**config.mk**
```make
export PLATFORM = sky130hd
export DESIGN_NAME = hfu_device_flat
export DESIGN_NICKNAME = d
export VERILOG_FILES = /design/src/rtl/hfu_pkg.sv /design/src/rtl/hfu_link_if.sv /design/src/rtl/hfu_device.sv /design/src/flat_wrapper.sv
export VERILOG_INCLUDE_DIRS = /design/src /design/src/rtl
export SDC_FILE = /design/constraint.sdc
export NUM_CORES = 1
export LEC_CHECK = 0
export ABC_CLOCK_PERIOD_IN_PS = 3620
export BUFFER_PORTS_ARGS = -buffer_cell sky130_fd_sc_hd__buf_4
export CELL_PAD_IN_SITES_DETAIL_PLACEMENT = 0
export CELL_PAD_IN_SITES_GLOBAL_PLACEMENT = 1
export CORE_UTILIZATION = 48
export CTS_CLUSTER_SIZE = 20
export DETAILED_ROUTE_END_ITERATION = 12
export PLACE_DENSITY_LB_ADDON = 0.1
export SLEW_MARGIN = 5
export SYNTH_ARGS = -nofsm -noshare
export SYNTH_HDL_FRONTEND = slang
export SYNTH_SLANG_ARGS = --single-unit
```
**constraint.sdc**
```tcl
create_clock -name clk_i -period 3.62 [get_ports clk_i]
set_clock_uncertainty 0.2 [all_clocks]
set_input_delay 0.543 -clock clk_i [delete_from_list [all_inputs] [get_ports clk_i]]
set_output_delay 0.543 -clock clk_i [all_outputs]
set_load 0.02 [all_outputs]
```
**src/rtl/hfu_consts.svh**
```systemverilog
// Constants shared by both ends of the framed serial link.
// Assumes inclusion by bare name; holds definitions only.
`ifndef HFU_CONSTS_SVH
`define HFU_CONSTS_SVH
// ==========================================================
// Framing
`define HFU_FLAG        8'h7e
`define HFU_CRC_INIT    16'hffff
`define HFU_CRC_POLY    16'h8408
`define HFU_CRC_GOOD    16'hf0b8
`define HFU_STUFF_ONES  3'd5
`define HFU_FLAG_ONES   3'd6
`define HFU_ABORT_ONES  3'd7
`define HFU_BYTE_BITS   5'd8
`define HFU_FCS_BITS    5'd16
// ==========================================================
// Characters sent to the host
`define HFU_CHAR_GOOD   8'h47
`define HFU_CHAR_ERR    8'h65
`define HFU_CHAR_ABORT  8'h41
`define HFU_CHAR_CONN_C 8'h63
`define HFU_CHAR_CONN_D 8'h64
`define HFU_CHAR_CONN_V 8'h76
// ==========================================================
// Host register map (byte addresses) and status bits
`define HFU_ADDR_TX     4'h0
`define HFU_ADDR_RX     4'h4
`define HFU_ADDR_STAT   4'h8
`define HFU_STAT_PEND   0
`define HFU_STAT_READY  1
`define HFU_STAT_AVAIL  2
`define HFU_STAT_OVER   3
`endif

```
**src/rtl/hfu_pkg.sv**
```systemverilog
// Types and check-sequence helpers for the framed serial link.
// Assumes hfu_consts.svh on the include path.
`include "hfu_consts.svh"
package hfu_pkg;
    // ======================================================
    // Transmit sequencer states
    typedef enum logic [3:0] {
        TX_IDLE = 4'b0001,
        TX_FLAG = 4'b0010,
        TX_DATA = 4'b0100,
        TX_FCS  = 4'b1000
    } hfu_tx_state_t;
    // Receive hunter states
    typedef enum logic [2:0] {
        RX_HUNT  = 3'b001,
        RX_OPEN  = 3'b010,
        RX_FRAME = 3'b100
    } hfu_rx_state_t;
    typedef logic [8:0] hfu_char_t;    // Ninth bit plus data byte

    // One bit of the reflected 16-bit check sequence
    function automatic logic [15:0] hfu_crc_bit(input logic [15:0] crc,
                                                input logic        b);
        hfu_crc_bit = (crc[0] ^ b) ? ((crc >> 1) ^ `HFU_CRC_POLY)
                                   : (crc >> 1);
    endfunction

    // Whole byte, low bit first as it travels on the line
    function automatic logic [15:0] hfu_crc_byte(input logic [15:0] crc,
                                                 input logic [7:0]  d);
        logic [15:0] c;
        c = crc;
        for (int i = 0; i < 8; i++) begin
            c = hfu_crc_bit(c, d[i]);
        end
        hfu_crc_byte = c;
    endfunction
endpackage

```
**src/rtl/hfu_link_if.sv**
```systemverilog
// Character link between the host controller and the framing device.
// Assumes both ends share clk; all signals are synchronous to it.
`timescale 1ns/1ps
interface hfu_link_if;
    logic             h2d_valid;        // Host character strobe
    hfu_pkg::hfu_char_t h2d_char;       // Host character, bit 8 escape
    logic             cts_n;            // Low: device takes a character
    logic             d2h_valid;        // Device character strobe
    hfu_pkg::hfu_char_t d2h_char;       // Device character, bit 8 marker
    logic             frame_end_marker; // High while result is shown

    modport dev  (input  h2d_valid, h2d_char,
                  output cts_n, d2h_valid, d2h_char, frame_end_marker);
    modport host (output h2d_valid, h2d_char,
                  input  cts_n, d2h_valid, d2h_char, frame_end_marker);
endinterface

```
**src/rtl/hfu_device.sv**
```systemverilog
// Framing device end: builds, checks and delimits frames on the line.
// Assumes a data pump that strobes one bit each way per line bit time.
// Function
// - Host does correction and compression, not device
// - Framing only when frame mode enabled
// - Ninth bit escapes when enabled, else ignored
// - Idle connected line sends back-to-back flags
// - Check sequence over data, zero stuffing applied
// - Host sends bytes only while ready shown
// - Host ends frame by silence, ignores ready
// - Missing byte ends frame, sends check sequence
// - Ready again after first closing flag
// - Receive hunts flags, destuffs, checks, forwards bytes
// - Host rate at least the line rate
// - Eight-bit data; ninth bit escape or marker
// - Closing flag: forward bytes, then evaluate check
// - Result character G, e or A
// - Frame end pin high with result, if selected
// - Ninth bit marks result in configured mode
// - Marker drops when next frame starts
// - Host samples marker with every byte
// - Connection reported by c, d or v
//
// Implementation choices: the register addresses and the address-and-strobe port.
`timescale 1ns/1ps
`include "hfu_consts.svh"
module hfu_device (
    input  wire logic       clk_i,
    input  wire logic       nrst_i,
    hfu_link_if.dev         link,
    input  wire logic       frame_mode_enable_i,       // Framing wanted
    input  wire logic       nine_bit_mode_i,           // 9-bit characters
    input  wire logic       ninth_bit_escape_enable_i, // Escape on bit 8
    input  wire logic       ninth_bit_function_i,      // Bit 8 as marker
    input  wire logic       ninth_data_select_i,       // Bit 8 carries data
    input  wire logic       pin1_function_select_i,    // Pin as frame end
    input  wire logic       connect_i,                 // Call is up
    input  wire logic [1:0] connect_kind_i,            // 0 c, 1 d, 2 v
    input  wire logic       line_tx_req_i,             // Pump wants a bit
    output logic            line_tx_bit_o,             // Bit to the line
    input  wire logic       line_rx_valid_i,           // Bit from the line
    input  wire logic       line_rx_bit_i,
    input  wire logic       plain_rx_valid_i,          // Unframed receive
    input  wire logic [7:0] plain_rx_data_i,
    output logic            plain_tx_valid_o,          // Unframed transmit
    output logic [7:0]      plain_tx_data_o,
    output logic            escape_o,                  // Escape request
    output logic            general_pin_one_o          // Frame end pin
);
    import hfu_pkg::*;

    // ======================================================
    // Call state
    logic          conn_prev_reg;   // Connect seen last cycle
    logic          announced_reg;   // Connect character sent
    logic          active;          // Framed data exchange running
    logic          announce;        // Send connect character now
    logic [7:0]    conn_char;

    assign announce = connect_i & ~conn_prev_reg;
    assign active   = frame_mode_enable_i & connect_i & announced_reg;
    assign conn_char = (connect_kind_i == 2'd2) ? `HFU_CHAR_CONN_V :
                       (connect_kind_i == 2'd1) ? `HFU_CHAR_CONN_D :
                                                  `HFU_CHAR_CONN_C;

    // Track connect; framing waits until the report has gone out
    always_ff @(posedge clk_i or negedge nrst_i) begin
        if (!nrst_i) begin
            conn_prev_reg <= 1'b0;
            announced_reg <= 1'b0;
        end else begin
            conn_prev_reg <= connect_i;
            announced_reg <= connect_i & (announced_reg | announce);
        end
    end

    // ======================================================
    // Host character intake
    logic          hold_valid_reg;  // One byte waiting for the line
    logic [7:0]    hold_byte_reg;
    logic          tx_eof_reg;      // From frame end until first flag out
    logic          tx_load;         // Sequencer takes the held byte
    logic          h2d_esc;         // Character is an escape request

    assign h2d_esc = nine_bit_mode_i & ninth_bit_escape_enable_i
                   & link.h2d_char[8];
    // Busy while a byte waits or the frame is being closed
    assign link.cts_n = active & (hold_valid_reg | tx_eof_reg);

    // Hold register; the set cannot meet a load since ready was high
    always_ff @(posedge clk_i or negedge nrst_i) begin
        if (!nrst_i) begin
            hold_valid_reg <= 1'b0;
            hold_byte_reg  <= 8'h00;
        end else if (link.h2d_valid & ~h2d_esc & active) begin
            hold_valid_reg <= 1'b1;
            hold_byte_reg  <= link.h2d_char[7:0];  // Bit 8 dropped
        end else if (tx_load | ~active) begin
            hold_valid_reg <= 1'b0;
        end
    end

    // Escape pulse and unframed pass-through to the pump
    always_ff @(posedge clk_i or negedge nrst_i) begin
        if (!nrst_i) begin
            escape_o         <= 1'b0;
            plain_tx_valid_o <= 1'b0;
            plain_tx_data_o  <= 8'h00;
        end else begin
            escape_o         <= link.h2d_valid & h2d_esc;
            plain_tx_valid_o <= link.h2d_valid & ~h2d_esc
                              & ~frame_mode_enable_i;
            if (link.h2d_valid) begin
                plain_tx_data_o <= link.h2d_char[7:0];
            end
        end
    end

    // ======================================================
    // Transmit sequencer
    hfu_tx_state_t tx_state_reg;
    logic [15:0]   tx_sr_reg;       // Bits still to go, low first
    logic [4:0]    tx_cnt_reg;      // Bits left in this unit
    logic [2:0]    tx_ones_reg;     // Run of ones for stuffing
    logic [15:0]   tx_crc_reg;
    logic          tx_step;
    logic          tx_stuffed;      // Sections subject to stuffing
    logic          tx_stuff;
    logic          tx_last;
    logic [15:0]   tx_crc_next;

    assign tx_step     = line_tx_req_i & active & (tx_state_reg != TX_IDLE);
    assign tx_stuffed  = (tx_state_reg == TX_DATA) | (tx_state_reg == TX_FCS);
    // Not gated by section: a run of five ending the check sequence still
    // needs its zero before the closing flag; flags never count ones
    assign tx_stuff    = (tx_ones_reg == `HFU_STUFF_ONES);
    assign tx_last     = (tx_cnt_reg == 5'd1);
    assign tx_crc_next = hfu_crc_bit(tx_crc_reg, tx_sr_reg[0]);
    assign tx_load     = tx_step & ~tx_stuff & tx_last & hold_valid_reg
                       & (((tx_state_reg == TX_FLAG) & ~tx_eof_reg)
                          | (tx_state_reg == TX_DATA));

    // One line bit per pump request; stuffed zeros do not consume data
    always_ff @(posedge clk_i or negedge nrst_i) begin
        if (!nrst_i) begin
            tx_state_reg  <= TX_IDLE;
            tx_sr_reg     <= 16'h0000;
            tx_cnt_reg    <= 5'd0;
            tx_ones_reg   <= 3'd0;
            tx_crc_reg    <= `HFU_CRC_INIT;
            tx_eof_reg    <= 1'b0;
            line_tx_bit_o <= 1'b1;
        end else if (!active) begin
            // Marks on the line outside framed operation
            tx_state_reg  <= TX_IDLE;
            tx_eof_reg    <= 1'b0;
            tx_ones_reg   <= 3'd0;
            line_tx_bit_o <= 1'b1;
        end else if (tx_state_reg == TX_IDLE) begin
            tx_state_reg <= TX_FLAG;
            tx_sr_reg    <= {8'h00, `HFU_FLAG};
            tx_cnt_reg   <= `HFU_BYTE_BITS;
        end else if (tx_step && tx_stuff) begin
            line_tx_bit_o <= 1'b0;
            tx_ones_reg   <= 3'd0;
        end else if (tx_step) begin
            line_tx_bit_o <= tx_sr_reg[0];
            tx_sr_reg     <= tx_sr_reg >> 1;
            tx_cnt_reg    <= tx_cnt_reg - 5'd1;
            tx_ones_reg   <= (tx_stuffed & tx_sr_reg[0])
                           ? tx_ones_reg + 3'd1 : 3'd0;
            if (tx_state_reg == TX_DATA) begin
                tx_crc_reg <= tx_crc_next;
            end
            if (tx_last) begin
                case (tx_state_reg)
                    TX_FLAG: begin
                        tx_eof_reg <= 1'b0;
                        tx_cnt_reg <= `HFU_BYTE_BITS;
                        if (tx_load) begin
                            tx_state_reg <= TX_DATA;
                            tx_sr_reg    <= {8'h00, hold_byte_reg};
                            tx_crc_reg   <= `HFU_CRC_INIT;
                            tx_ones_reg  <= 3'd0;
                        end else begin
                            tx_sr_reg <= {8'h00, `HFU_FLAG};
                        end
                    end
                    TX_DATA: begin
                        if (tx_load) begin
                            tx_sr_reg  <= {8'h00, hold_byte_reg};
                            tx_cnt_reg <= `HFU_BYTE_BITS;
                        end else begin
                            // Nothing arrived: close the frame
                            tx_state_reg <= TX_FCS;
                            tx_sr_reg    <= ~tx_crc_next;
                            tx_cnt_reg   <= `HFU_FCS_BITS;
                            tx_eof_reg   <= 1'b1;
                        end
                    end
                    default: begin
                        tx_state_reg <= TX_FLAG;
                        tx_sr_reg    <= {8'h00, `HFU_FLAG};
                        tx_cnt_reg   <= `HFU_BYTE_BITS;
                    end
                endcase
            end
        end
    end

    // ======================================================
    // Receive hunter
    hfu_rx_state_t rx_state_reg;
    logic [7:0]    rx_byte_reg;     // Destuffed bits, newest on top
    logic [2:0]    rx_cnt_reg;
    logic [2:0]    rx_ones_reg;     // Saturates at seven
    logic [15:0]   rx_crc_reg;
    logic          rx_step;
    logic          rx_flag;
    logic          rx_abort;
    logic          rx_data;
    logic          rx_done;         // A whole byte is complete
    logic          rx_result;       // A frame ends here
    logic [7:0]    rx_byte_next;
    logic [7:0]    rx_res_char;

    assign rx_step  = line_rx_valid_i & active;
    assign rx_flag  = rx_step & ~line_rx_bit_i
                    & (rx_ones_reg == `HFU_FLAG_ONES);
    assign rx_abort = rx_step & line_rx_bit_i
                    & (rx_ones_reg == `HFU_FLAG_ONES);
    // Zero after five ones is stuffing; after an abort run it is idle
    assign rx_data  = rx_step & (rx_state_reg != RX_HUNT) & ~rx_abort
                    & (line_rx_bit_i | (rx_ones_reg < `HFU_STUFF_ONES));
    assign rx_byte_next = {line_rx_bit_i, rx_byte_reg[7:1]};
    assign rx_done   = rx_data & (rx_cnt_reg == 3'd7);
    assign rx_result = (rx_flag | rx_abort) & (rx_state_reg == RX_FRAME);
    assign rx_res_char = rx_abort ? `HFU_CHAR_ABORT :
                         (rx_crc_reg == `HFU_CRC_GOOD) ? `HFU_CHAR_GOOD
                                                       : `HFU_CHAR_ERR;

    // Flags open and close frames; bytes run the check as they complete
    always_ff @(posedge clk_i or negedge nrst_i) begin
        if (!nrst_i) begin
            rx_state_reg <= RX_HUNT;
            rx_byte_reg  <= 8'h00;
            rx_cnt_reg   <= 3'd0;
            rx_ones_reg  <= 3'd0;
            rx_crc_reg   <= `HFU_CRC_INIT;
        end else if (!active) begin
            rx_state_reg <= RX_HUNT;
            rx_ones_reg  <= 3'd0;
        end else if (rx_step) begin
            rx_ones_reg <= !line_rx_bit_i ? 3'd0 :
                           (rx_ones_reg == `HFU_ABORT_ONES) ? rx_ones_reg
                                                 : rx_ones_reg + 3'd1;
            if (rx_flag) begin
                rx_state_reg <= RX_OPEN;
                rx_cnt_reg   <= 3'd0;
            end else if (rx_abort) begin
                rx_state_reg <= RX_HUNT;
            end else if (rx_data) begin
                rx_byte_reg <= rx_byte_next;
                rx_cnt_reg  <= rx_cnt_reg + 3'd1;
                if (rx_done) begin
                    rx_state_reg <= RX_FRAME;
                    rx_crc_reg   <= hfu_crc_byte(
                        (rx_state_reg == RX_OPEN) ? `HFU_CRC_INIT
                                                  : rx_crc_reg,
                        rx_byte_next);
                end
            end
        end
    end

    // ======================================================
    // Characters to the host and the frame end marker
    logic          frame_end_reg;   // Result shown, next frame not begun
    logic          mark_ninth;      // Ninth bit used as the marker

    assign mark_ninth = nine_bit_mode_i & ninth_bit_escape_enable_i
                      & ninth_bit_function_i & ninth_data_select_i;
    assign link.frame_end_marker = frame_end_reg;
    assign general_pin_one_o = pin1_function_select_i & frame_end_reg;

    // Marker rises with the result and falls on the next frame's byte
    always_ff @(posedge clk_i or negedge nrst_i) begin
        if (!nrst_i) begin
            frame_end_reg <= 1'b0;
        end else if (rx_result) begin
            frame_end_reg <= 1'b1;
        end else if (rx_done & (rx_state_reg == RX_OPEN)) begin
            frame_end_reg <= 1'b0;
        end
    end

    // One character per cycle at most: events come one line bit apart
    always_ff @(posedge clk_i or negedge nrst_i) begin
        if (!nrst_i) begin
            link.d2h_valid <= 1'b0;
            link.d2h_char  <= 9'h000;
        end else if (announce) begin
            link.d2h_valid <= 1'b1;
            link.d2h_char  <= {1'b0, conn_char};
        end else if (rx_result) begin
            link.d2h_valid <= 1'b1;
            link.d2h_char  <= {mark_ninth, rx_res_char};
        end else if (rx_done) begin
            link.d2h_valid <= 1'b1;
            link.d2h_char  <= {1'b0, rx_byte_next};
        end else if (plain_rx_valid_i & ~frame_mode_enable_i) begin
            link.d2h_valid <= 1'b1;
            link.d2h_char  <= {1'b0, plain_rx_data_i};
        end else begin
            link.d2h_valid <= 1'b0;
        end
    end
endmodule

```
**src/flat_wrapper.sv**
```systemverilog
// flat-port wrapper written by rule: the top's interface ports become plain ports
module hfu_device_flat import hfu_pkg::*;
  (clk_i, nrst_i, frame_mode_enable_i, nine_bit_mode_i, ninth_bit_escape_enable_i, ninth_bit_function_i, ninth_data_select_i, pin1_function_select_i, connect_i, connect_kind_i, line_tx_req_i, line_tx_bit_o, line_rx_valid_i, line_rx_bit_i, plain_rx_valid_i, plain_rx_data_i, plain_tx_valid_o, plain_tx_data_o, escape_o, general_pin_one_o, link_h2d_valid, link_h2d_char, link_cts_n, link_d2h_valid, link_d2h_char, link_frame_end_marker);
  hfu_link_if link_i ();
  input  wire logic clk_i;
  input  wire logic nrst_i;
  input  wire logic frame_mode_enable_i;
  input  wire logic nine_bit_mode_i;
  input  wire logic ninth_bit_escape_enable_i;
  input  wire logic ninth_bit_function_i;
  input  wire logic ninth_data_select_i;
  input  wire logic pin1_function_select_i;
  input  wire logic connect_i;
  input  wire logic [1:0] connect_kind_i;
  input  wire logic line_tx_req_i;
  output logic line_tx_bit_o;
  input  wire logic line_rx_valid_i;
  input  wire logic line_rx_bit_i;
  input  wire logic plain_rx_valid_i;
  input  wire logic [7:0] plain_rx_data_i;
  output logic plain_tx_valid_o;
  output logic [7:0] plain_tx_data_o;
  output logic escape_o;
  output logic general_pin_one_o;
  input wire logic [$bits(link_i.h2d_valid)-1:0] link_h2d_valid;
  input wire logic [$bits(link_i.h2d_char)-1:0] link_h2d_char;
  output wire logic [$bits(link_i.cts_n)-1:0] link_cts_n;
  output wire logic [$bits(link_i.d2h_valid)-1:0] link_d2h_valid;
  output wire logic [$bits(link_i.d2h_char)-1:0] link_d2h_char;
  output wire logic [$bits(link_i.frame_end_marker)-1:0] link_frame_end_marker;
  assign link_i.h2d_valid = link_h2d_valid;
  assign link_i.h2d_char = link_h2d_char;
  assign link_cts_n = link_i.cts_n;
  assign link_d2h_valid = link_i.d2h_valid;
  assign link_d2h_char = link_i.d2h_char;
  assign link_frame_end_marker = link_i.frame_end_marker;
  hfu_device u_core (.clk_i(clk_i), .nrst_i(nrst_i), .link(link_i), .frame_mode_enable_i(frame_mode_enable_i), .nine_bit_mode_i(nine_bit_mode_i), .ninth_bit_escape_enable_i(ninth_bit_escape_enable_i), .ninth_bit_function_i(ninth_bit_function_i), .ninth_data_select_i(ninth_data_select_i), .pin1_function_select_i(pin1_function_select_i), .connect_i(connect_i), .connect_kind_i(connect_kind_i), .line_tx_req_i(line_tx_req_i), .line_tx_bit_o(line_tx_bit_o), .line_rx_valid_i(line_rx_valid_i), .line_rx_bit_i(line_rx_bit_i), .plain_rx_valid_i(plain_rx_valid_i), .plain_rx_data_i(plain_rx_data_i), .plain_tx_valid_o(plain_tx_valid_o), .plain_tx_data_o(plain_tx_data_o), .escape_o(escape_o), .general_pin_one_o(general_pin_one_o));
endmodule
```
Yosys cells after proc, flatten, opt, wreduce, memory -nomap -nowiden
Index checks and enable logic that the tools add are counted.
- input port bits: 33
- register bits: 111
- word-level logic and storage cells: 231
- output and inout bits: 24
- mux-type cells: 83
- reduce and logical (&&, ||, !) cells: 16
- $add $sub $neg: 4
- equality and inequality tests: 34
- bitwise operators: 71
- magnitude comparators: 1
- operators with widths (operator ; count):
    $mux W16 ; 19
    $mux W3 ; 22
    $mux W9 ; 4
    $and A1 B1 Y1 ; 34
    $pmux W16 S2 ; 1
    $mux W5 ; 6
    $mux W4 ; 7
    $not A2 Y3 ; 9
    $mux W8 ; 3
    $ne A3 B3 Y1 const B ; 7
    $mux W1 ; 18
    $eq A16 B16 Y1 const B ; 1
    $ne A4 B4 Y1 const B ; 4
    $not A16 Y16 ; 1
    $eq A3 B3 Y1 const B ; 5
    $reduce_and A6 Y1 ; 2
    $not A1 Y1 ; 11
    $ne A2 B2 Y1 const B ; 5
    $reduce_and A5 Y1 ; 2
    $add A3 B1 Y3 const B ; 3
    $xor A1 B1 Y1 ; 9
    $pmux W4 S2 ; 1
    $reduce_and A4 Y1 ; 2
    $reduce_bool A2 Y1 ; 4
    other kinds (20) ; 29

Logic depth before layout (Yosys ltp)
Gate-level depths: netlist (run 1).
- depth in word-level cells: 18
- depth in mapped cells: 9
- depth with buffers taken out: 7

Worst setup path after synthesis (run 1)
Ideal clock, no wire load.
- path type: register to register
- start point: register u_core.tx_ones_reg[0]
- end point: register u_core.tx_sr_reg[3]
- stages on the path, launching flop included: 8
- clock period less this slack: 2188 ps
- library setup time: 136 ps
- path buffers: 1
- setup slack: 1432 ps
- required time: 3284 ps
- data arrival time: 1852 ps
- path through: dfrtp_1 > ha_1 > a21boi_2 > nand2_1 > or4_1 > buf_6 > mux2i_1 > a21oi_1
- longest elaborated chain between the ends: 12
- elaborated cells between the ends (all ways): 16
- those cells by class: eq/ne: 2; mux: 7; bitwise: 5; reduce/logical: 2
- ends and longest elaborated chain (what ; line ; source):
    start: declaration ; hfu_device.sv:124 ; logic [2:0] tx_ones_reg;
    start signal: assignment ; hfu_device.sv:170 ; tx_ones_reg <= (tx_stuffed & tx_sr_reg[0])
    $eq A3 B3 Y1 (no source line) (*) ; n/a ;
    $not A1 Y1 ; hfu_device.sv:139 ; assign tx_load = tx_step & ~tx_stuff & tx_last & hold_valid_reg
    $and A1 B1 Y1 (3 in series) ; hfu_device.sv:139 ;
    $and A1 B1 Y1 ; hfu_device.sv:140 ; & (((tx_state_reg == TX_FLAG) & ~tx_eof_reg)
    $mux W16 or $mux W8 (tied branches) ; hfu_device.sv:190, hfu_device.sv:180 ;
    $pmux W16 S2 ; hfu_device.sv:176 ; case (tx_state_reg)
    $mux W16 ; hfu_device.sv:175 ; if (tx_last) begin
    $mux W16 ; hfu_device.sv:166 ; end else if (tx_step) begin
    $mux W16 ; hfu_device.sv:163 ; end else if (tx_step && tx_stuff) begin
    $mux W16 ; hfu_device.sv:159 ; end else if (tx_state_reg == TX_IDLE) begin
    end signal: assignment ; hfu_device.sv:161 ; tx_sr_reg <= {8'h00, `HFU_FLAG};
    end signal: assignment ; hfu_device.sv:168 ; tx_sr_reg <= tx_sr_reg >> 1;
    end signal: assignment ; hfu_device.sv:182 ; tx_sr_reg <= {8'h00, hold_byte_reg};
    end: declaration ; hfu_device.sv:122 ; logic [15:0] tx_sr_reg;
Mark *: on every way between the ends. The rest lies on a longest branch, timed or not. The select of a mux whose other input is x is not followed.
A chain may end at the register's enable or synchronous reset.

Worst setup path after layout (run 1)
- start point: register u_core.tx_cnt_reg[1]
- end point: register u_core.tx_state_reg[1]
- longest elaborated chain between the ends: 6
- elaborated cells between the ends (all ways): 8
- those cells by class: eq/ne: 4; bitwise: 3; reduce/logical: 1
- ends and longest elaborated chain (what ; line ; source):
    start: declaration ; hfu_device.sv:123 ; logic [4:0] tx_cnt_reg;
    start signal: assignment ; hfu_device.sv:162 ; tx_cnt_reg <= `HFU_BYTE_BITS;
    start signal: assignment ; hfu_device.sv:169 ; tx_cnt_reg <= tx_cnt_reg - 5'd1;
    start signal: assignment ; hfu_device.sv:179 ; tx_cnt_reg <= `HFU_BYTE_BITS;
    $eq A5 B1 Y1 (*) ; hfu_device.sv:137 ; assign tx_last = (tx_cnt_reg == 5'd1);
    $and A1 B1 Y1 (2 in series) ; hfu_device.sv:139 ;
    $and A1 B1 Y1 ; hfu_device.sv:140 ;
    $ne A4 B4 Y1 (no source line) ; n/a ;
    $reduce_and A5 Y1 (no source line) (*) ; n/a ;
    end signal: assignment ; hfu_device.sv:146 ; tx_state_reg <= TX_IDLE;
    end signal: assignment ; hfu_device.sv:155 ; tx_state_reg <= TX_IDLE;
    end signal: assignment ; hfu_device.sv:160 ; tx_state_reg <= TX_FLAG;
    end: declaration ; hfu_device.sv:121 ; hfu_tx_state_t tx_state_reg;
Mark *: on every way between the ends. The rest lies on a longest branch, timed or not.

==> results of run 1 <==
kinds of logic after synthesis:
group / Yosys count
XOR/XNOR: 37
flip-flops: 110
adder cells (fa/ha/maj): 11
multiplexers: 52
buffers and inverters: 46
AO/OA/AOI/OAI: 120
AND/OR/NAND/NOR: 188
through the flow:
stage          power [mW]  area [um^2]  worst slack [ns]
2_1_floorplan       1.478         5685             1.432
3_3_place_gp        1.603         6220            0.9220
3_5_place_dp        1.610         6220            0.8639
4_1_cts             2.722         6550            0.9346
5_1_grt             2.788         6550            0.7291
6_report            2.688         6550            0.9363
path summary, 6_finish.rpt:
check,endpoint,startpoint,cells after the start
worst max-delay path,u_core.tx_state_reg[1],u_core.tx_cnt_reg[1],7
worst min-delay path,u_core.tx_sr_reg[7],nrst_i,1
worst max register to register,u_core.tx_state_reg[1],u_core.tx_cnt_reg[1],7
worst min register to register,u_core.announced_reg,u_core.conn_prev_reg,1
max in group asynchronous,u_core.rx_crc_reg[0],nrst_i,2
min in group clk_i,u_core.conn_prev_reg,connect_i,1
cell type report:
cell class	count	area, um^2
well taps	143	178.9
repair buffers	62	478.0
clock buffers	9	225.2
multi-input cells	408	2691
fillers	1012	4917
clock inverters	7	105.1
flip-flops and latches	110	2796
inverters	20	75.07
cell usage in the layout, fill, tap and decap left out, types with 3 or more instances in the layout:
cell	synthesis	routed
inv_1	20	20
xor2_1	11	11
a22oi_1	4	4
nor4b_4	3	3
or3_1	8	8
clkbuf_16	0	9
nand3_1	11	11
o21ai_0	54	54
nor4_1	3	3
a211oi_1	6	6
buf_4	1	61
mux2i_1	25	25
nor3_1	5	5
mux2_2	27	27
xnor2_1	26	26
dfrtp_1	75	75
nand2b_1	7	7
ha_1	11	11
nor2_1	46	46
nand4_1	6	6
dfstp_2	35	35
nor2b_1	3	3
a21oi_1	23	23
nor3b_1	3	3
nand2_1	78	78
a31oi_1	3	3
a22o_1	8	8
routing by layer:
layer | GRT usage [%] | wire, um
met5 | 0 | 0
met4 | 7.111 | 146
met3 | 4.921 | 505
met2 | 31.51 | 5437
met1 | 31.62 | 6106
power breakdown:
group	switching [mW]	total (mW)	internal (mW)	leakage, nW
clock network	0.485	1.10	0.618	0.159
registers	0.0411	1.33	1.29	1.31
logic	0.139	0.255	0.115	1.50
total	0.666	2.69	2.02	2.96
critical path, cell delays in order, from the launching register on:
cell	delay, ns
dfrtp_1	0.38
inv_1	0.10
ha_1	0.20
or4b_1	0.77
a311oi_2	0.55
nor2_1	0.12
o21ai_0	0.20
nor3_1	0.06
==> metrics.csv, run 1 <==
metric;value;unit
combinational family with the most area after synthesis;simple AND/OR/NAND/NOR gates;
most frequent cell after synthesis;nand2_1;
synth top area cells;dfrtp_1 33%, dfstp_2 16%, mux2_2 5.3%, nand2_1 5.1%, o21ai_0 4.8%;
htree depth;3;
Worst EP required;3.67;ns
DR pass1 iterations;4;
Final nets;655;
CTS Sinks;110;
Resized cells post-CTS;0;
clk_lat worst skew;0.36;ns
Hold Buf Count CTS;0;
Routed Antenna Nets;0;
post-synthesis average cell area;10.08;um^2
# diodes;0;
WL final;12.20;mm
mux contribution to synthesized area;9.749;%
Starting Density;49.58;%
CTS tree;built;
clock slew at reported path FFs;0.08;ns
grt ovf;0;
Synth Area in Adders;2.421;%
worst slew pin tran;0.8884;ns
commonest cells in the synthesized netlist;78 x nand2_1, 75 x dfrtp_1, 54 x o21ai_0;
Worst Path Class, Setup;flip-flop to flip-flop;
GPL Wtd Cong;0.7864;
vias in the first global route;4216;
Core Util, Final;57.12;%
layout cells sized above 1;24.84;%
Syn-to-layout area delta;15.21;%
hpwl dp;8.677;mm
Gate Count Post-Synth;564;
Post-CTS Setup Repair Bufs;0;
Tcrit/Tclk final;74.14;%
Post-Syn Nets;608;
Final min period;2.684;ns
Buffers on Ports;56;
Final Hold Vio Count;0;
initial antenna violation count;0;
CTS buffer count;9;
die span in x;110.8;um
Max-slew headroom;40.77;%
Max Fclk;372.6;MHz
Vias;4134;
DRT iter0 DRCs;156;
Setup TNS;0;ns
CORE AREA;11470;um^2
number of max-cap violations;0;
Post-Layout Cell Count;759;
Synth Area in Simple Gates;16.44;%
Site Rows;39;
synth unique cells;57;
DIE AREA;12280;um^2
Final Setup Violations;0;
unrepaired setup endpoints after global routing;false;
startpoint types;flip-flop;
Slew Viols, Final;0;
Hold Crit Class;input pin to async pin;
DP Cell Count;743;
register area share after synthesis;49.19;%
CTS root buf;clkbuf_16;
Main synth FF type;dfrtp_1;
Die Ht;110.8;um
hold slack final;0.08521;ns
xor/xnor cell area share of the yosys netlist;5.700;%
CTS max path bufs;2;
IO Pins;57;
Worst setup EP type;flip-flop;
post-synth top area share;33.01;%
synthesized area;5685;um^2
DRC Markers;0;
worst-path maximum fanout;21;
global-route wire length before repair;21.13;mm
status;finished clean;
largest net degree at the start of global routing;67;
setup slack, reg-to-reg;0.94;ns
largest area contributor in the netlist;dfrtp_1;
Synth Area in Compound Gates;13.03;%
Arr. time, crit path;2.73;ns
asr flop ratio synth;100.0;%
yosys warns;0;
Worst VDD drop;0.3563;mV
Leakage;2.964;nW
number of synthesized flops with an enable pin;0;
Pwr per Cell Area;410.3;nW/um^2
gr usage total;21.57;%
vias per cell;5.447;
flops & latches, synth;110;
WL/cell;16.07;um
Note: power is estimated with default switching activity, not from simulation.
==> run 2, diff against run 1 <==
ABC_AREA = 1   (was not set)
ABC_CLOCK_PERIOD_IN_PS = 2400   (was 3620)
CORE_UTILIZATION = 40   (was 48)
clock period = 2.4 ns   (was 3.62 ns; I/O delays follow)
==> metrics.csv, run 2 <==
metric;value;unit;change
DRC Markers;0;;unchanged
Hold Crit Class;input pin to flip-flop;;
CTS buffer count;9;;unchanged
Crit-path slowest cell;dlygate4sd3_1;;
setup slack, reg-to-reg;0.23;ns;-0.71 ns
Buf+Inv Stages, Crit Path;3;;+2
Worst setup EP type;flip-flop;;
Main synth FF type;dfrtp_1;;
number of max-cap violations;0;;unchanged
flops & latches, synth;110;;unchanged
WL/cell;14.89;um;-7.4%
number of synthesized flops with an enable pin;0;;unchanged
status;finished clean;;
DRT iter0 DRCs;285;;+83%
synth unique cells;43;;-25%
Worst Path Class, Setup;input pin to flip-flop;;
Vias;4985;;+21%
CP max stage delay;0.53;ns;-0.24 ns
Design Area, Final;7022;um^2;+7.2%
most frequent cell on the critical path;nand3_4;;
Final Hold Vio Count;0;;unchanged
# diodes;0;;unchanged
crit path to;u_core.rx_crc_reg[5];;
Worst path top cell family by delay;simple AND/OR/NAND/NOR gates;;
Fillers;1424;;+41%
Arr. time, crit path;2.35;ns;-0.38 ns
most frequent cells in the layout;248 x nand2_1, 93 x inv_1, 75 x dfrtp_1;;
R2R cell count;11;;+4
worst slew pin tran;0.4910;ns;-0.3973 ns
die span in x;124.4;um;+12%
Site Rows;44;;+13%
hpwl dp;11.35;mm;+31%
Crit path depth;8;;+1
synth top area cells;dfrtp_1 31%, nand2_1 16%, dfstp_2 15%, inv_1 5.8%, nand3_1 5.3%;;
Gate Count Post-Synth;748;;+33%
CTS Sinks;110;;unchanged
Slew Viols, Final;0;;unchanged
clk_lat worst skew;0.36;ns;about the same
DR pass1 iterations;4;;unchanged
Buffers on Ports;56;;unchanged
CORE AREA;14590;um^2;+27%
DIE AREA;15470;um^2;+26%
layout cells sized above 1;20.46;%;-4.4 points
Post-CTS Setup Repair Bufs;0;;unchanged
Die Ht;124.4;um;+12%
global-route wire length before repair;25.32;mm;+20%
most frequent cell after synthesis;nand2_1;;
Tcrit/Tclk final;94.28;%;
Leakage;3.594;nW;+21%
Tot Pwr;4.029;mW;+50%
Starting Density;41.05;%;-8.5 points
CTS root buf;clkbuf_16;;
unrepaired setup endpoints after global routing;false;;
worst-path maximum fanout;19;;-9.5%
Max Fclk;441.9;MHz;
Cell Area, Placed;6713;um^2;+7.9%
post-synth top area share;31.33;%;-1.7 points
IO Pins;57;;unchanged
Routed Antenna Nets;0;;unchanged
Syn-to-layout area delta;17.23;%;
Final min period;2.263;ns;
CTS max path bufs;2;;unchanged
htree depth;3;;unchanged
asr flop ratio synth;100.0;%;unchanged
Final Setup Violations;0;;unchanged
CP startpoint;connect_i;;
CTS tree;built;;
vias per cell;4.936;;-9.4%
initial antenna violation count;0;;unchanged
yosys warns;0;;unchanged
vias in the first global route;4910;;+16%
Worst VDD drop;0.3540;mV;-0.64%
post-synthesis average cell area;8.007;um^2;-21%
largest area contributor in the netlist;dfrtp_1;;
grt ovf;0;;unchanged
commonest cells in the synthesized netlist;248 x nand2_1, 93 x inv_1, 75 x dfrtp_1;;
register area share after synthesis;46.69;%;-2.5 points
Worst EP required;2.49;ns;-1.18 ns
Setup TNS;0;ns;unchanged
gr usage total;20.81;%;-0.76 points
largest net degree at the start of global routing;45;;-33%
GPL Wtd Cong;0.8049;;+2.4%
commonest non-fill, non-tap cell in the layout;nand2_1;;
WL final;15.04;mm;+23%
Max-slew headroom;67.26;%;+26 points
Final nets;865;;+32%
worst r2r src;u_core.rx_ones_reg[0];;
clock slew at reported path FFs;0.08;ns;about the same
RR Endpoint;u_core.link.d2h_char[0];;
worst path cell trace;dlygate4sd3_1 -> buf_4 -> nand3_4 -> nor2_4 -> nand3_4 -> nor2_8 -> inv_4 -> o21ai_0;;
synthesized area;5989;um^2;+5.3%
Post-Syn Nets;792;;+30%
Pwr per Cell Area;573.8;nW/um^2;+40%
startpoint types;input pin;;
==> run 2: cell count changes in the layout (fill, tap and decap cells not counted), sizes merged, moves of 8 or more <==
| cell | before | now |
|---|---|---|
| nand2 | 79 | 253 |
| inv | 23 | 105 |
| nand3 | 11 | 69 |
| mux2 | 27 | 0 |
| mux2i | 25 | 0 |
| xnor2 | 26 | 4 |
| o211ai | 2 | 21 |
| buf | 62 | 76 |
| a21oi | 23 | 11 |
| nand4 | 6 | 17 |
| a22o | 8 | 0 |
| or3 | 8 | 0 |
==> run 2: metal layers <==
metal	wire length (um)	track usage (%)
met2	7740	37.08
met4	209	6.449
met3	386	3.265
met1	6699	25.63
met5	0	0
==> run 2: cell families after synthesis <==
| family | Yosys count | synth area share, % |
|---|---|---|
| flip-flops | 110 | 46.69 |
| AO/OA/AOI/OAI | 106 | 11.01 |
| XOR/XNOR | 11 | 1.608 |
| AND/OR/NAND/NOR | 393 | 30.10 |
| buffers and inverters | 117 | 8.293 |
| adder cells (fa/ha/maj) | 11 | 2.298 |
==> run 2: power by group <==
| group | internal [mW] | switching (mW) | total, mW |
|---|---|---|---|
| Combinational | 0.190 | 0.280 | 0.470 |
| Sequential | 1.97 | 0.0779 | 2.05 |
| Clock | 0.758 | 0.756 | 1.51 |
==> run 2: how the worst min path moves through the flow <==
stage                              from                 endpoint  slack (ns)  cells past startpoint
floorplan                        nrst_i     u_core.announced_reg       -0.14                      0
global route        frame_mode_enable_i  u_core.plain_tx_valid_o        0.04                      2
finish              frame_mode_enable_i  u_core.plain_tx_valid_o        0.05                      2
global placement                 nrst_i     u_core.rx_cnt_reg[0]        0.16                      1
detailed placement               nrst_i     u_core.rx_cnt_reg[1]        0.16                      1
CTS                 frame_mode_enable_i  u_core.plain_tx_valid_o        0.04                      2
==> run 2: area by class of cell <==
class                      count  area, um^2  share of cell area, %
sequential                   110        2796                  39.83
multi-input combinational    521        2696                  38.40
timing repair buffer          78       628.1                  8.945
inverter                     101       381.6                  5.435
clock buffer                  11       242.7                  3.457
tap                          184       230.2                  3.279
clock inverter                 5       46.29                 0.6593
==> run 2: what timing repair did <==
item / in CTS / in global routing
resized for setup: 0 / 0
endpoints found under the hold margin: 31 / 0
hold buffers: 2 / 0
==> run 2: stage by stage <==
stage	std cells	hold slack [ns]	util [%]	worst slack, ns
2_1_floorplan	748	-0.1356	-	0.4516
3_3_place_gp	992	0.1575	46.01	0.2746
3_5_place_dp	992	0.1597	46.01	0.2331
4_1_cts	1010	0.04180	48.13	0.1365
5_1_grt	1010	0.04052	48.13	0.01859
6_report	1010	0.04654	48.13	0.1373
